--- src/common/rfsr_pkg.sv ---
// constants for the receive fifo status and control registers
package rfsr_pkg;
    // ****************************************************************
    // register byte offsets
    // ****************************************************************
    localparam logic [7:0] OFF_DIAG = 8'h20;
    localparam logic [7:0] OFF_STATUS = 8'h3C;
    localparam logic [7:0] OFF_DATA = 8'h40;
    localparam logic [7:0] OFF_FSTATE = 8'h50;
    localparam logic [7:0] OFF_ISO = 8'h54;
    localparam logic [7:0] OFF_IRQ_STAT = 8'h60;
    localparam logic [7:0] OFF_IRQ_CLR = 8'h64;
    localparam logic [7:0] OFF_IRQ_EN = 8'h68;
    // ****************************************************************
    // field positions, printed bit n sits at bus bit 31-n
    // ****************************************************************
    localparam int B_FULL = 31;
    localparam int B_AF = 30;
    localparam int B_AV4 = 27;
    localparam int B_TH4 = 19;
    localparam int B_AE = 17;
    localparam int B_EMPTY = 16;
    localparam int B_HEAD = 15;
    localparam int B_CLR = 12;
    localparam int SIZE_LSB = 0;
    localparam int SIZE_W = 6;
    localparam int TX_REM_LSB = 8;
    localparam int RX_REM_LSB = 0;
    localparam int REM_W = 6;
    localparam int QPB_LSB = 10;
    localparam int QPB_W = 22;
    localparam int QPP_LSB = 0;
    localparam int QPP_W = 10;
    localparam int DIAG_TEST_B = 0;
    localparam logic [31:0] FLAG_MASK = 32'hC80B0000;
    localparam int IRQ_OVF = 0;
    localparam int IRQ_UNDR = 1;
    localparam int IRQ_HEAD = 2;
    localparam int IRQ_W = 3;
    // ****************************************************************
    // reset values and answers
    // ****************************************************************
    localparam logic [31:0] STATUS_RST = 32'h00000000;
    localparam logic [SIZE_W-1:0] SIZE_RST = 6'h32;
    localparam int FIFO_DEPTH = 50;
    localparam int FOUR_QUADS = 4;
    localparam logic [1:0] RESP_OKAY = 2'h0;
    localparam logic [1:0] RESP_SLVERR = 2'h2;
endpackage

--- src/hdl/rfsr_top.sv ---
// receive fifo status, fill flags, remaining counts and iso settings
//
// Contract
// - fill flags are read-only to the host; fifo control bits read and write
// - status register resets to zero except fields with their own value
// - full flag at printed bit 0 when no free space remains
// - almost-full flag at printed bit 1 when exactly one write remains
// - four-space flag at printed bit 4 when room for four or more
// - four-present flag at printed bit 12 when four or more held
// - almost-empty flag at printed bit 14 when exactly one held
// - empty flag at printed bit 15; data reads while empty ignored
// - packet-head bit 16 set while quadlet at data port starts a packet
// - flags forced by host only while register-test bit is set
// - writing clear bit 19 discards every fifo entry
// - size field bits 26 to 31 holds capacity, reset 32h
// - fifo state reports transmit fifo remaining at printed bits 18-23
// - fifo state reports receive fifo remaining at printed bits 26-31
// - iso control holds quadlets per block in printed bits 0-21
// - iso control holds quadlets per packet in printed bits 22-31
//
// The AXI4-Lite register port was chosen for this implementation.
`timescale 1ns/1ps
module rfsr_top
    import rfsr_pkg::*;
#(
    parameter int DEPTH = FIFO_DEPTH,
    parameter int ADDR_W = 8
) (
    input wire logic aclk,
    input wire logic aresetn,
    input wire logic [ADDR_W-1:0] awaddr,
    input wire logic awvalid,
    output logic awready,
    input wire logic [31:0] wdata,
    input wire logic [3:0] wstrb,
    input wire logic wvalid,
    output logic wready,
    output logic [1:0] bresp,
    output logic bvalid,
    input wire logic bready,
    input wire logic [ADDR_W-1:0] araddr,
    input wire logic arvalid,
    output logic arready,
    output logic [31:0] rdata,
    output logic [1:0] rresp,
    output logic rvalid,
    input wire logic rready,
    input wire logic rx_push,
    input wire logic rx_push_head,
    input wire logic [31:0] rx_rd_data,
    input wire logic [REM_W-1:0] tx_fifo_remaining,
    output logic rx_fifo_pop,
    output logic rx_fifo_clear,
    output logic [QPB_W-1:0] iso_quads_per_block,
    output logic [QPP_W-1:0] iso_quads_per_packet,
    output logic irq
);
    localparam int CW = $clog2(DEPTH + 1);

    typedef struct packed {
        logic awready;
        logic wready;
        logic bvalid;
        logic [1:0] bresp;
        logic arready;
        logic rvalid;
        logic [1:0] rresp;
        logic [31:0] rdata;
        logic aw_got;
        logic w_got;
        logic [ADDR_W-1:0] waddr;
        logic [31:0] wdat;
        logic [3:0] wstb;
        logic [CW-1:0] count;
        logic [CW-1:0] wr_ptr;
        logic [CW-1:0] rd_ptr;
        logic [DEPTH-1:0] head_mark;
        logic [SIZE_W-1:0] size;
        logic [31:0] force_flags;
        logic diag_test;
        logic [QPB_W-1:0] qpb;
        logic [QPP_W-1:0] qpp;
        logic [IRQ_W-1:0] irq_stat;
        logic [IRQ_W-1:0] irq_en;
        logic irq;
        logic pop;
        logic clear;
    } rfsr_state_t;

    localparam rfsr_state_t S_RST = '{awready: 1'b1, wready: 1'b1,
        arready: 1'b1, size: SIZE_RST, force_flags: STATUS_RST,
        default: '0};

    rfsr_state_t s_q;
    rfsr_state_t s_d;
    logic [CW-1:0] cap_w;
    logic full_w, af_w, av4_w, th4_w, ae_w, empty_w, head_w;
    logic [31:0] stat_w;
    logic [31:0] wmask;
    logic [31:0] wmrg;
    logic wr_go, clr_now, pop_now, push_now;
    logic [IRQ_W-1:0] ev;

    function automatic logic [CW-1:0] nxt(input logic [CW-1:0] p);
        nxt = (p == CW'(DEPTH - 1)) ? '0 : CW'(p + 1'b1);
    endfunction

    // ****************************************************************
    // live fill flags
    // ****************************************************************
    always_comb begin
        cap_w = (int'(s_q.size) > DEPTH) ? CW'(DEPTH) : CW'(s_q.size);
        full_w = (s_q.count >= cap_w);
        af_w = (int'(s_q.count) + 1 == int'(cap_w));
        av4_w = (int'(cap_w) - int'(s_q.count) >= FOUR_QUADS);
        th4_w = (int'(s_q.count) >= FOUR_QUADS);
        ae_w = (s_q.count == CW'(1));
        empty_w = (s_q.count == '0);
        head_w = !empty_w && s_q.head_mark[s_q.rd_ptr];
        stat_w = STATUS_RST;
        if (s_q.diag_test) begin
            stat_w = s_q.force_flags & FLAG_MASK;
        end else begin
            stat_w[B_FULL] = full_w;
            stat_w[B_AF] = af_w;
            stat_w[B_AV4] = av4_w;
            stat_w[B_TH4] = th4_w;
            stat_w[B_AE] = ae_w;
            stat_w[B_EMPTY] = empty_w;
        end
        stat_w[B_HEAD] = head_w;
        stat_w[B_CLR] = s_q.clear;
        stat_w[SIZE_LSB +: SIZE_W] = s_q.size;
    end

    // ****************************************************************
    // next state
    // ****************************************************************
    always_comb begin
        s_d = s_q;
        s_d.pop = 1'b0;
        s_d.clear = 1'b0;
        clr_now = 1'b0;
        pop_now = 1'b0;
        ev = '0;
        for (int i = 0; i < 32; i++) begin
            wmask[i] = s_q.wstb[i / 8];
        end
        wmrg = s_q.wdat & wmask;
        wr_go = s_q.aw_got && s_q.w_got && !s_q.bvalid;
        // write address and data, either order
        if (awvalid && s_q.awready) begin
            s_d.aw_got = 1'b1;
            s_d.awready = 1'b0;
            s_d.waddr = awaddr;
        end
        if (wvalid && s_q.wready) begin
            s_d.w_got = 1'b1;
            s_d.wready = 1'b0;
            s_d.wdat = wdata;
            s_d.wstb = wstrb;
        end
        if (wr_go) begin
            s_d.aw_got = 1'b0;
            s_d.w_got = 1'b0;
            s_d.bvalid = 1'b1;
            s_d.bresp = RESP_OKAY;
            case (s_q.waddr)
                OFF_DIAG: begin
                    if (s_q.wstb[0]) begin
                        s_d.diag_test = s_q.wdat[DIAG_TEST_B];
                    end
                end
                OFF_STATUS: begin
                    if (s_q.diag_test) begin
                        s_d.force_flags = ((s_q.force_flags & ~wmask)
                            | wmrg) & FLAG_MASK;
                    end
                    if (wmrg[B_CLR]) begin
                        clr_now = 1'b1;
                    end
                    if (s_q.wstb[0]) begin
                        s_d.size = s_q.wdat[SIZE_LSB +: SIZE_W];
                    end
                end
                OFF_ISO: begin
                    s_d.qpb = QPB_W'(({s_q.qpb, s_q.qpp} & ~wmask | wmrg)
                        >> QPB_LSB);
                    s_d.qpp = QPP_W'(({s_q.qpb, s_q.qpp} & ~wmask | wmrg)
                        >> QPP_LSB);
                end
                OFF_IRQ_EN: begin
                    s_d.irq_en = IRQ_W'(({29'h0, s_q.irq_en} & ~wmask)
                        | wmrg);
                end
                OFF_IRQ_CLR, OFF_FSTATE, OFF_IRQ_STAT, OFF_DATA: begin
                end
                default: begin
                    s_d.bresp = RESP_SLVERR;
                end
            endcase
        end
        if (s_q.bvalid && bready) begin
            s_d.bvalid = 1'b0;
            s_d.awready = 1'b1;
            s_d.wready = 1'b1;
        end
        // read channel
        if (arvalid && s_q.arready) begin
            s_d.arready = 1'b0;
            s_d.rvalid = 1'b1;
            s_d.rresp = RESP_OKAY;
            s_d.rdata = '0;
            case (araddr)
                OFF_DIAG: s_d.rdata[DIAG_TEST_B] = s_q.diag_test;
                OFF_STATUS: s_d.rdata = stat_w;
                OFF_DATA: begin
                    if (empty_w) begin
                        ev[IRQ_UNDR] = 1'b1;
                    end else begin
                        s_d.rdata = rx_rd_data;
                        pop_now = !clr_now;
                    end
                end
                OFF_FSTATE: begin
                    s_d.rdata[TX_REM_LSB +: REM_W] = tx_fifo_remaining;
                    s_d.rdata[RX_REM_LSB +: REM_W] =
                        REM_W'(s_q.count);
                end
                OFF_ISO: s_d.rdata = {s_q.qpb, s_q.qpp};
                OFF_IRQ_STAT: s_d.rdata = 32'(s_q.irq_stat);
                OFF_IRQ_EN: s_d.rdata = 32'(s_q.irq_en);
                OFF_IRQ_CLR: s_d.rdata = '0;
                default: s_d.rresp = RESP_SLVERR;
            endcase
        end
        if (s_q.rvalid && rready) begin
            s_d.rvalid = 1'b0;
            s_d.arready = 1'b1;
        end
        // occupancy
        push_now = rx_push && !full_w && !clr_now;
        ev[IRQ_OVF] = rx_push && full_w && !clr_now;
        ev[IRQ_HEAD] = push_now && rx_push_head;
        if (clr_now) begin
            s_d.count = '0;
            s_d.wr_ptr = '0;
            s_d.rd_ptr = '0;
            s_d.head_mark = '0;
            s_d.clear = 1'b1;
        end else begin
            if (push_now) begin
                s_d.head_mark[s_q.wr_ptr] = rx_push_head;
                s_d.wr_ptr = nxt(s_q.wr_ptr);
            end
            if (pop_now) begin
                s_d.rd_ptr = nxt(s_q.rd_ptr);
                s_d.pop = 1'b1;
            end
            s_d.count = CW'(s_q.count + CW'(push_now) - CW'(pop_now));
        end
        // interrupts, set wins over clear
        s_d.irq_stat = s_q.irq_stat;
        if (wr_go && s_q.waddr == OFF_IRQ_CLR) begin
            s_d.irq_stat = s_q.irq_stat & ~IRQ_W'(wmrg);
        end
        s_d.irq_stat = s_d.irq_stat | ev;
        s_d.irq = |(s_d.irq_stat & s_d.irq_en);
    end

    always_ff @(posedge aclk) begin
        if (!aresetn) begin
            s_q <= S_RST;
        end else begin
            s_q <= s_d;
        end
    end

    assign awready = s_q.awready;
    assign wready = s_q.wready;
    assign bvalid = s_q.bvalid;
    assign bresp = s_q.bresp;
    assign arready = s_q.arready;
    assign rvalid = s_q.rvalid;
    assign rresp = s_q.rresp;
    assign rdata = s_q.rdata;
    assign rx_fifo_pop = s_q.pop;
    assign rx_fifo_clear = s_q.clear;
    assign iso_quads_per_block = s_q.qpb;
    assign iso_quads_per_packet = s_q.qpp;
    assign irq = s_q.irq;

    // ****************************************************************
    // checks
    // ****************************************************************
    logic [CW-1:0] cnt_a;
    logic [CW-1:0] cap_a;
    assign cnt_a = s_q.count;
    assign cap_a = cap_w;
endmodule

--- config.mk ---
export PLATFORM = sky130hd
export DESIGN_NAME = rfsr_top
export DESIGN_NICKNAME = d
export VERILOG_FILES = /design/src/common/rfsr_pkg.sv /design/src/hdl/rfsr_top.sv
export SDC_FILE = /design/constraint.sdc
export NUM_CORES = 1
export LEC_CHECK = 0
export BUFFER_PORTS_ARGS = -buffer_cell sky130_fd_sc_hd__buf_2
export CAP_MARGIN = 20
export CORE_ASPECT_RATIO = 0.6
export CORE_MARGIN = 3
export CORE_UTILIZATION = 57
export CTS_CLUSTER_DIAMETER = 150
export CTS_CLUSTER_SIZE = 12
export DETAILED_ROUTE_END_ITERATION = 12
export GPL_ROUTABILITY_DRIVEN = 0
export PLACE_DENSITY_LB_ADDON = 0.15
export SETUP_SLACK_MARGIN = 0.5
export SLEW_MARGIN = 0
export SYNTH_ARGS = -nofsm -noshare
export SYNTH_HDL_FRONTEND = slang
export SYNTH_SLANG_ARGS = --single-unit
--- constraint.sdc ---
create_clock -name aclk -period 4 [get_ports aclk]
set_clock_uncertainty 0.1 [all_clocks]
set_input_delay 0.2 -clock aclk [delete_from_list [all_inputs] [get_ports aclk]]
set_output_delay 0.2 -clock aclk [all_outputs]
set_load 0.01 [all_outputs]
==> results.cfg, run 1 <==
[drt]
drc = 0
finalWirelength_mm = 33.5
drt_iter0_drc = 1329
postRouteAntennaNets = 0
first_pass_iters = 8
avgViaCountPerCell = 6.18
vias = 9970
wl_per_cell_um = 20.8

[power]
seqPwrFrac_pct = 45.3
combPwrFrac_pct = 20.5
pwr-share-clk_pct = 34.2
cellInternalPower_mw = 3.49
power_mw = 4.99
p_sw_mw = 1.50
cellPowerDensity_mw_per_mm2 = 408
p_sw_share_pct = 30.1
irDropWorstVdd_v = 0.000268
p_leak_nw = 4.64

[synth]
synth-edff-count = 0
avgSynthCellArea_um2 = 8.36
seq_area_frac_synth_pct = 39.6
synthCells = 1251
synth_simple_gate_area_share_pct = 22.0
yosysUniqueCellTypes = 73
yosys_register_bits = 207
synth_xor_area_share_pct = 1.42
synth_ff_type = dfxtp_1
async_flop_share_pct = 0
synth_compound_area_share_pct = 15.3
yosys_warnings = 0
synthesis.area_mm2 = 0.0105
synth_adder_area_share_pct = 3.30
synth_top_family_by_area = simple AND/OR/NAND/NOR gates
yosys-mux-area-fraction_pct = 8.58

[place]
hpwl_mm = 23.1
io_buffers = 172
dp_slack_ns = 0.606

[sta]
relSlewSlack_pct = 29.4
min_period_ns = 3.36
slew_viol_final = 0
setup_slack_ns = 0.635
tightestPinTransition_ns = 1.06
period_share_pct = 84.1
setup_violations = 0
rsz0062_at_grt = no
fin_tns_setup_ns = 0
hold_ws_ns = 0.0110
max_clock_freq_mhz = 297
hold_violations = 0

[clock_tree]
clk_latency_ns = 0.50
cts_sinks = 207
clock_path_buffers = 3
clk_pin_slew_ns = 0.06
htreeDepth = 1
root_buffer = clkbuf_16
cts_buffers = 21
cts_tree = built

[final_layout]
final_nets = 1506
diodes = 0
regArea_mm2 = 0.00415
final_common_cell = nand2_1
area_growth_pct = 16.9
fillers = 1370
drive_gt1_share_pct = 18.3
layout_common_cells = nand2_1 (207), dfxtp_1 (202), buf_2 (172)
multiInputGateArea_mm2 = 0.00533

[setup_path]
worst_path_max_delay_cell = or4_4
slowest_delay_ns = 0.56
crit_path_max_fanout = 7
cp-end-kind = register
critPathKind = reg2reg
cp.required_ns = 4.29
path_cells = or3_4 -> or4_4 -> o211a_1 -> ha_1 -> inv_1 -> ha_1 -> inv_1 -> fa_1 -> inv_1 -> a21oi_1 -> nor2_1 -> nor2_1 -> xor2_1 -> nor2_1
startpoint_type = register
cp.arrival_ns = 3.65

[global_route]
track_usage_pct = 31.8
grt_pass1_vias = 8929
antenna_found_initial = 1
grt_pass1_wl_mm = 51.3
grt_max_degree = 66
globalRouteOverflowTotal = 0

[floorplanning]
coreArea_mm2 = 0.0175
chipHeight_um = 111
start_util_pct = 59.6
row_count = 37
die_w_um = 181
ios = 175
die_area_mm2 = 0.0201

[hold_path]
min_path_type = in2reg

[job]
maxCapViolCount = 0

[outcome]
status = finished clean
==> power groups by stage <==
| stage | Clock [mW] | Combinational (mW) | Sequential, mW |
|---|---|---|---|
| after detailed placement | 0 | 0.893 | 2.30 |
| after floorplan | 0 | 0.684 | 2.25 |
| after global routing | 1.82 | 1.11 | 2.27 |
| after CTS | 1.73 | 0.965 | 2.25 |
| after global placement | 0 | 0.889 | 2.29 |
| final | 1.71 | 1.02 | 2.26 |
==> path summary, 6_finish.rpt <==
path / from / endpoint / slack [ns] / depth (start not counted)
worst max-delay path: s_q[191] / cnt_a[4] / 0.64 / 14
worst min-delay path: aresetn / s_q[75] / 0.01 / 2
worst max register to register: s_q[191] / cnt_a[4] / 0.64 / 14
worst min register to register: s_q[92] / s_q[92] / 0.35 / 2
==> metal layers <==
metal / global-route usage (%) / up-vias / share of wire (%)
li1: - / 4639 / -
met1: 50.1 / 4647 / 46
met2: 41.6 / 612 / 38
met3: 10.5 / 70 / 14
met4: 6.23 / 2 / 1.9
met5: 0 / - / 0.039
==> per-stage QoR <==
step	instance area, um^2	cells	util [%]
floorplan	10500	1252	-
global placement	10900	1510	61.9
detailed placement	10900	1510	61.9
CTS	12200	1610	69.4
global route	12200	1614	69.7
finish	12200	1614	69.7
==> cell usage after synthesis (7+ instances only) <==
library cell	number	area, um^2
a211oi_1	12	90.1
a21oi_1	106	531
a221oi_1	16	140
a222oi_1	9	90.1
a22oi_1	8	60.1
a31oi_1	7	43.8
and2_1	7	43.8
buf_2	21	105
buf_4	69	518
clkbuf_1	73	274
dfxtp_1	207	4140
ha_1	26	325
inv_1	24	90.1
mux2i_1	66	661
mux4_2	9	203
nand2_1	207	777
nand3_1	63	315
nand3b_1	12	90.1
nor2_1	67	251
nor3_1	28	140
nor4_1	44	275
o21ai_0	30	150
o311ai_0	7	61.3
or3_1	11	68.8
xnor2_1	9	78.8
xor2_1	8	70.1
==> cell type report <==
type                            instances  share of cell area (%)
Clock buffer                           21                    4.30
Clock inverter                          2                   0.164
Inverter                               26                   0.818
Multi-Input combinational cell        852                    43.6
Sequential cell                       207                    33.9
Tap cell                              234                    2.39
Timing Repair Buffer                  272                    14.8
==> cell families after synthesis <==
logic type,after synthesis
buffers and inverters,193
adder cells (fa/ha/maj),27
AND/OR/NAND/NOR,483
flip-flops,207
multiplexers,78
AO/OA/AOI/OAI,245
XOR/XNOR,17
other,1
==> repair_timing <==
action / 4_1_cts / 5_1_grt
hold buffers: 77 / 0
buffers inserted: 0 / 3
gates resized for setup: 0 / 9
hold endpoints to repair: 67 / 0
setup endpoints to repair: 0 / 2
==> critical path: cells and delay by family, from the launching register on <==
| family | cells | cell delay (ns) |
|---|---|---|
| AOI/OAI and AO/OA | 2 | 0.43 |
| and+or+nand+nor | 5 | 1.19 |
| DFF | 1 | 0.31 |
| xor gates and xnor gates | 1 | 0.12 |
| adders and majority gates | 3 | 0.88 |
| buffers and inverters | 3 | 0.21 |
Note: power is estimated with default switching activity, not from simulation.
==> inputs of run 2 (changes only) <==
clock period = 3.41 ns   (was 4 ns; I/O delays follow)
==> run 2 against run 1 <==
Non-clock buffer count up 25; core utilization up 2.1 points; cell count up 1.5%; critical path depth unchanged; via count up 0.59%; wire length up 1.0%; worst hold slack about the same; largest cell class unchanged; clock power up 18%; first-iteration DRC count up 3.7%.
==> results.cfg, run 2 (synthesis gave the netlist of run 1 again) <==
[power]
p_sw_mw = 1.82
pwr-share-clk_pct = 33.7
cellPowerDensity_mw_per_mm2 = 476
p_sw_share_pct = 30.3
cellInternalPower_mw = 4.18
p_leak_nw = 4.76
irDropWorstVdd_v = 0.000317
combPwrFrac_pct = 22.4
seqPwrFrac_pct = 43.9

[sta]
setup_violations = 0
relSlewSlack_pct = 45.0
period_share_pct = 85.4
hold_violations = 0
max_clock_freq_mhz = 343
min_period_ns = 2.91
slew_viol_final = 0
rsz0062_at_grt = yes
tightestPinTransition_ns = 0.824
fin_tns_setup_ns = 0

[place]
hpwl_mm = 23.2
io_buffers = 172
dp_cells = 1519

[final_layout]
layout_common_cells = nand2_1 (206), dfxtp_1 (193), buf_2 (172)
drive_gt1_share_pct = 21.7
fin_cells = 1639
final_common_cell = nand2_1
area_growth_pct = 20.5
final_nets = 1531
diodes = 0

[hold_path]
min_path_cells = 3
min_path_type = in2reg

[floorplanning]
chipHeight_um = 111
start_util_pct = 59.6
coreArea_mm2 = 0.0175
row_count = 37
die_area_mm2 = 0.0201
ios = 175
die_w_um = 181

[setup_path]
path_cells = or3_4 -> or4_4 -> o211a_4 -> ha_4 -> inv_4 -> ha_4 -> inv_2 -> fa_2 -> inv_2 -> a21oi_2 -> nor2_1 -> nor2_1 -> xor2_1 -> nor2_1
cpMostUsedCell = nor2_1
worst_path_max_delay_cell = or4_4
cp.required_ns = 3.71
crit_path_max_fanout = 2
startpoint_type = register
cp.arrival_ns = 3.21
cp-end-kind = register
slowest_delay_ns = 0.48
critPathKind = reg2reg
reg2regPathDepth = 14

[global_route]
grt_pass1_vias = 9111
track_usage_pct = 31.9
globalRouteOverflowTotal = 0
grt_pass1_wl_mm = 51.5
antenna_found_initial = 0
grt_max_degree = 66

[drt]
drc = 0
postRouteAntennaNets = 0
first_pass_iters = 9
wl_per_cell_um = 20.7
vias = 10000
finalWirelength_mm = 33.9
drt_iter0_drc = 1378
avgViaCountPerCell = 6.12

[clock_tree]
cts_sinks = 207
clk_pin_slew_ns = 0.07
htreeDepth = 1
cts_tree = built
clk_latency_ns = 0.51
cts_buffers = 21
clock_path_buffers = 3
root_buffer = clkbuf_16

[job]
maxCapViolCount = 0

[outcome]
status = finished clean
[run 2: cell types whose count changed in the layout (fill, tap and decap cells not counted), sizes merged]
cell / before / now
buf: 195 / 216
dlygate4sd3: 77 / 81
[run 2: repair_timing]
item | 4_1_cts | 5_1_grt
hold buffers | 81 | 0
resized for setup | 10 | 30
endpoints found under the hold margin | 72 | 0
setup endpoints to repair | 5 | 28
pin swaps | 15 | 13
setup buffers | 4 | 12
[run 2: path summary, 6_finish.rpt]
check | from | endpoint | slack, ns
setup / recovery | s_q[191] | cnt_a[4] | 0.50
hold / removal | rx_rd_data[13] | rdata[13] | 0.01
setup reg to reg | s_q[191] | cnt_a[4] | 0.50
hold reg to reg | s_q[110] | s_q[110] | 0.36
[run 2: layout make-up]
type / count / area, um^2
clock buffer: 21 / 526
clock inverter: 2 / 20.0
fill: 1390 / 4940
inverter: 26 / 103
multi-input combinational: 852 / 5470
sequential: 207 / 4170
tap: 234 / 293
timing repair buffer: 297 / 2010
[run 2: worst max-delay path, delay by kind of cell, from the launching register on]
kind,cells,cell delay (ns)
simple gates,5,1.06
fa+ha+maj,3,0.71
compound gates,2,0.32
xor+xnor,1,0.15
buf+inv,3,0.15
flops,1,0.31
[run 2: power groups by stage]
stage,registers [mW],logic [mW],clock network (mW)
floorplan,2.64,0.832,0
CTS,2.62,1.23,2.04
global route,2.64,1.45,2.13
global placement,2.67,1.11,0
finish,2.63,1.34,2.02
detailed placement,2.67,1.12,0
[run 2: through the flow]
| step | hold WS, ns | instance area [um^2] | utilization [%] | setup WS [ns] | power [mW] |
|---|---|---|---|---|---|
| floorplan | 0.171 | 10500 | - | 0.411 | 3.47 |
| global placement | 0.279 | 11000 | 62.6 | 0.332 | 3.78 |
| detailed placement | 0.294 | 11000 | 62.6 | 0.277 | 3.80 |
| CTS | 0.00952 | 12400 | 70.7 | 0.402 | 5.89 |
| global route | 0.0306 | 12600 | 71.8 | 0.394 | 6.22 |
| finish | 0.0114 | 12600 | 71.8 | 0.497 | 5.99 |
[run 2: per-layer routing]
layer	share of wire [%]	GRT usage, %	vias up
met4	1.6	5.52	0
met3	14	11.3	47
met2	39	43.1	563
li1	-	-	4701
met1	45	48.7	4718
met5	0	0	-
==> inputs of run 3 (changes only) <==
PLACE_DENSITY_LB_ADDON = 0.12   (was 0.15)
==> run 3 against run 2 <==
Wire length grew 3.1%; critical path depth grew 1; non-clock buffer count grew 12; critical endpoint is now cnt_a[5]; power grew 1.1%; worst hold slack gained 0.0083 ns; sequential share of layout area shrank 0.45 points; highest routed layer unchanged.
==> results.cfg, run 3 (synthesis gave the netlist of run 1 again) <==
[global_route]
track_usage_pct = 33.1
grt_max_degree = 54
globalRouteOverflowTotal = 0
grt_pass1_vias = 9373
grt_pass1_wl_mm = 53.7
antenna_found_initial = 1

[clock_tree]
cts_tree = built
cts_buffers = 21
clk_pin_slew_ns = 0.06
root_buffer = clkbuf_16
cts_sinks = 207
htreeDepth = 1
clock_path_buffers = 3
clk_latency_ns = 0.50

[final_layout]
final_common_cell = nand2_1
layout_common_cells = nand2_1 (206), dfxtp_1 (194), buf_2 (172)
fillers = 1332
multiInputGateArea_mm2 = 0.00553
area_growth_pct = 22.0
final_nets = 1543
drive_gt1_share_pct = 22.4
regArea_mm2 = 0.00417

[floorplanning]
coreArea_mm2 = 0.0175
chipHeight_um = 111
die_area_mm2 = 0.0201
die_w_um = 181
ios = 175
row_count = 37
start_util_pct = 59.6

[sta]
period_share_pct = 88.2
relSlewSlack_pct = 41.6
tightestPinTransition_ns = 0.874
setup_violations = 0
slew_viol_final = 0
min_period_ns = 3.01
hold_ws_ns = 0.0197
max_clock_freq_mhz = 332
hold_violations = 0
rsz0062_at_grt = yes
fin_tns_setup_ns = 0

[drt]
wl_per_cell_um = 21.1
avgViaCountPerCell = 6.23
postRouteAntennaNets = 0
finalWirelength_mm = 34.9
drc = 0
first_pass_iters = 8
vias = 10300
drt_iter0_drc = 1527

[setup_path]
cp.required_ns = 3.70
cp.arrival_ns = 3.30
crit_path_max_fanout = 6
startpoint_type = register
cp-end-kind = register
critPathKind = reg2reg

[power]
combPwrFrac_pct = 23.4
irDropWorstVdd_v = 0.000375
p_sw_share_pct = 30.5
p_sw_mw = 1.85
pwr-share-clk_pct = 33.1
cellInternalPower_mw = 4.21
cellPowerDensity_mw_per_mm2 = 475
seqPwrFrac_pct = 43.5
p_leak_nw = 4.83

[outcome]
status = finished clean

[job]
maxCapViolCount = 0

[place]
io_buffers = 172
hpwl_mm = 23.8

[hold_path]
min_path_type = in2reg
run 3: cell count changes in the layout (fill, tap and decap cells not counted), moves of 2 or more:
cell | before | now
nor3_1 | 25 | 23
ha_4 | 4 | 6
dlygate4sd3_1 | 81 | 83
buf_4 | 43 | 51
ha_2 | 2 | 0
run 3: timing repair:
item	in CTS	in global routing
hold buffers	83	0
hold endpoints to repair	71	0
resized for setup	15	35
setup endpoints to repair	3	52
setup buffers	13	7
pin swaps	16	15
run 3: worst paths after layout:
kind / from / to / slack, ns / cells after the start
hold / removal: araddr[7] / rdata[15] / 0.02 / 4
setup / recovery: s_q[77] / cnt_a[5] / 0.40 / 15
setup reg to reg: s_q[77] / cnt_a[5] / 0.40 / 15
hold reg to reg: s_q[175] / s_q[175] / 0.35 / 2
run 3: power by group through the flow:
stage	sequential, mW	clock [mW]	combinational [mW]
3_3_place_gp	2.67	0	1.10
2_1_floorplan	2.64	0	0.832
5_1_grt	2.65	2.14	1.53
3_5_place_dp	2.68	0	1.11
4_1_cts	2.63	2.03	1.24
6_report	2.63	2.01	1.42
run 3: worst max-delay path, stage by stage (launching register included):
cell and delay, ns:
dfxtp_4 0.37, nor3_4 0.20, o21ai_2 0.07, ha_1 0.30, and3_4 0.21, nor3_2 0.05
o22a_1 0.24, o31ai_4 0.27, inv_2 0.09, ha_4 0.17, a21o_1 0.18, a21oi_2 0.15
o21bai_1 0.11, a21oi_2 0.17, xnor2_1 0.15, nor2_1 0.07
run 3: per-layer routing:
metal	routed length [um]	share of wire (%)	track usage [%]
met5	0	0	0
met4	726	2.1	6.95
met3	5070	15	10.7
met2	13500	39	44.1
met1	15600	45	51.3
run 3: through the flow:
step / power (mW) / cell area (um^2) / utilization (%) / std cells / worst slack, ns
3_3_place_gp: 3.78 / 11000 / 62.9 / 1525 / 0.343
2_1_floorplan: 3.47 / 10500 / - / 1252 / 0.411
4_1_cts: 5.89 / 12600 / 71.6 / 1644 / 0.446
5_1_grt: 6.32 / 12800 / 72.8 / 1652 / 0.294
3_5_place_dp: 3.79 / 11000 / 62.9 / 1525 / 0.283
6_report: 6.06 / 12800 / 72.8 / 1652 / 0.402
run 3: layout make-up:
type / count / area share, %
Inverter: 26 / 0.784
Antenna cell: 1 / 0.0196
Multi-Input combinational cell: 852 / 43.3
Sequential cell: 207 / 32.7
Clock inverter: 2 / 0.157
Timing Repair Buffer: 309 / 16.6
Clock buffer: 21 / 4.12
Tap cell: 234 / 2.29
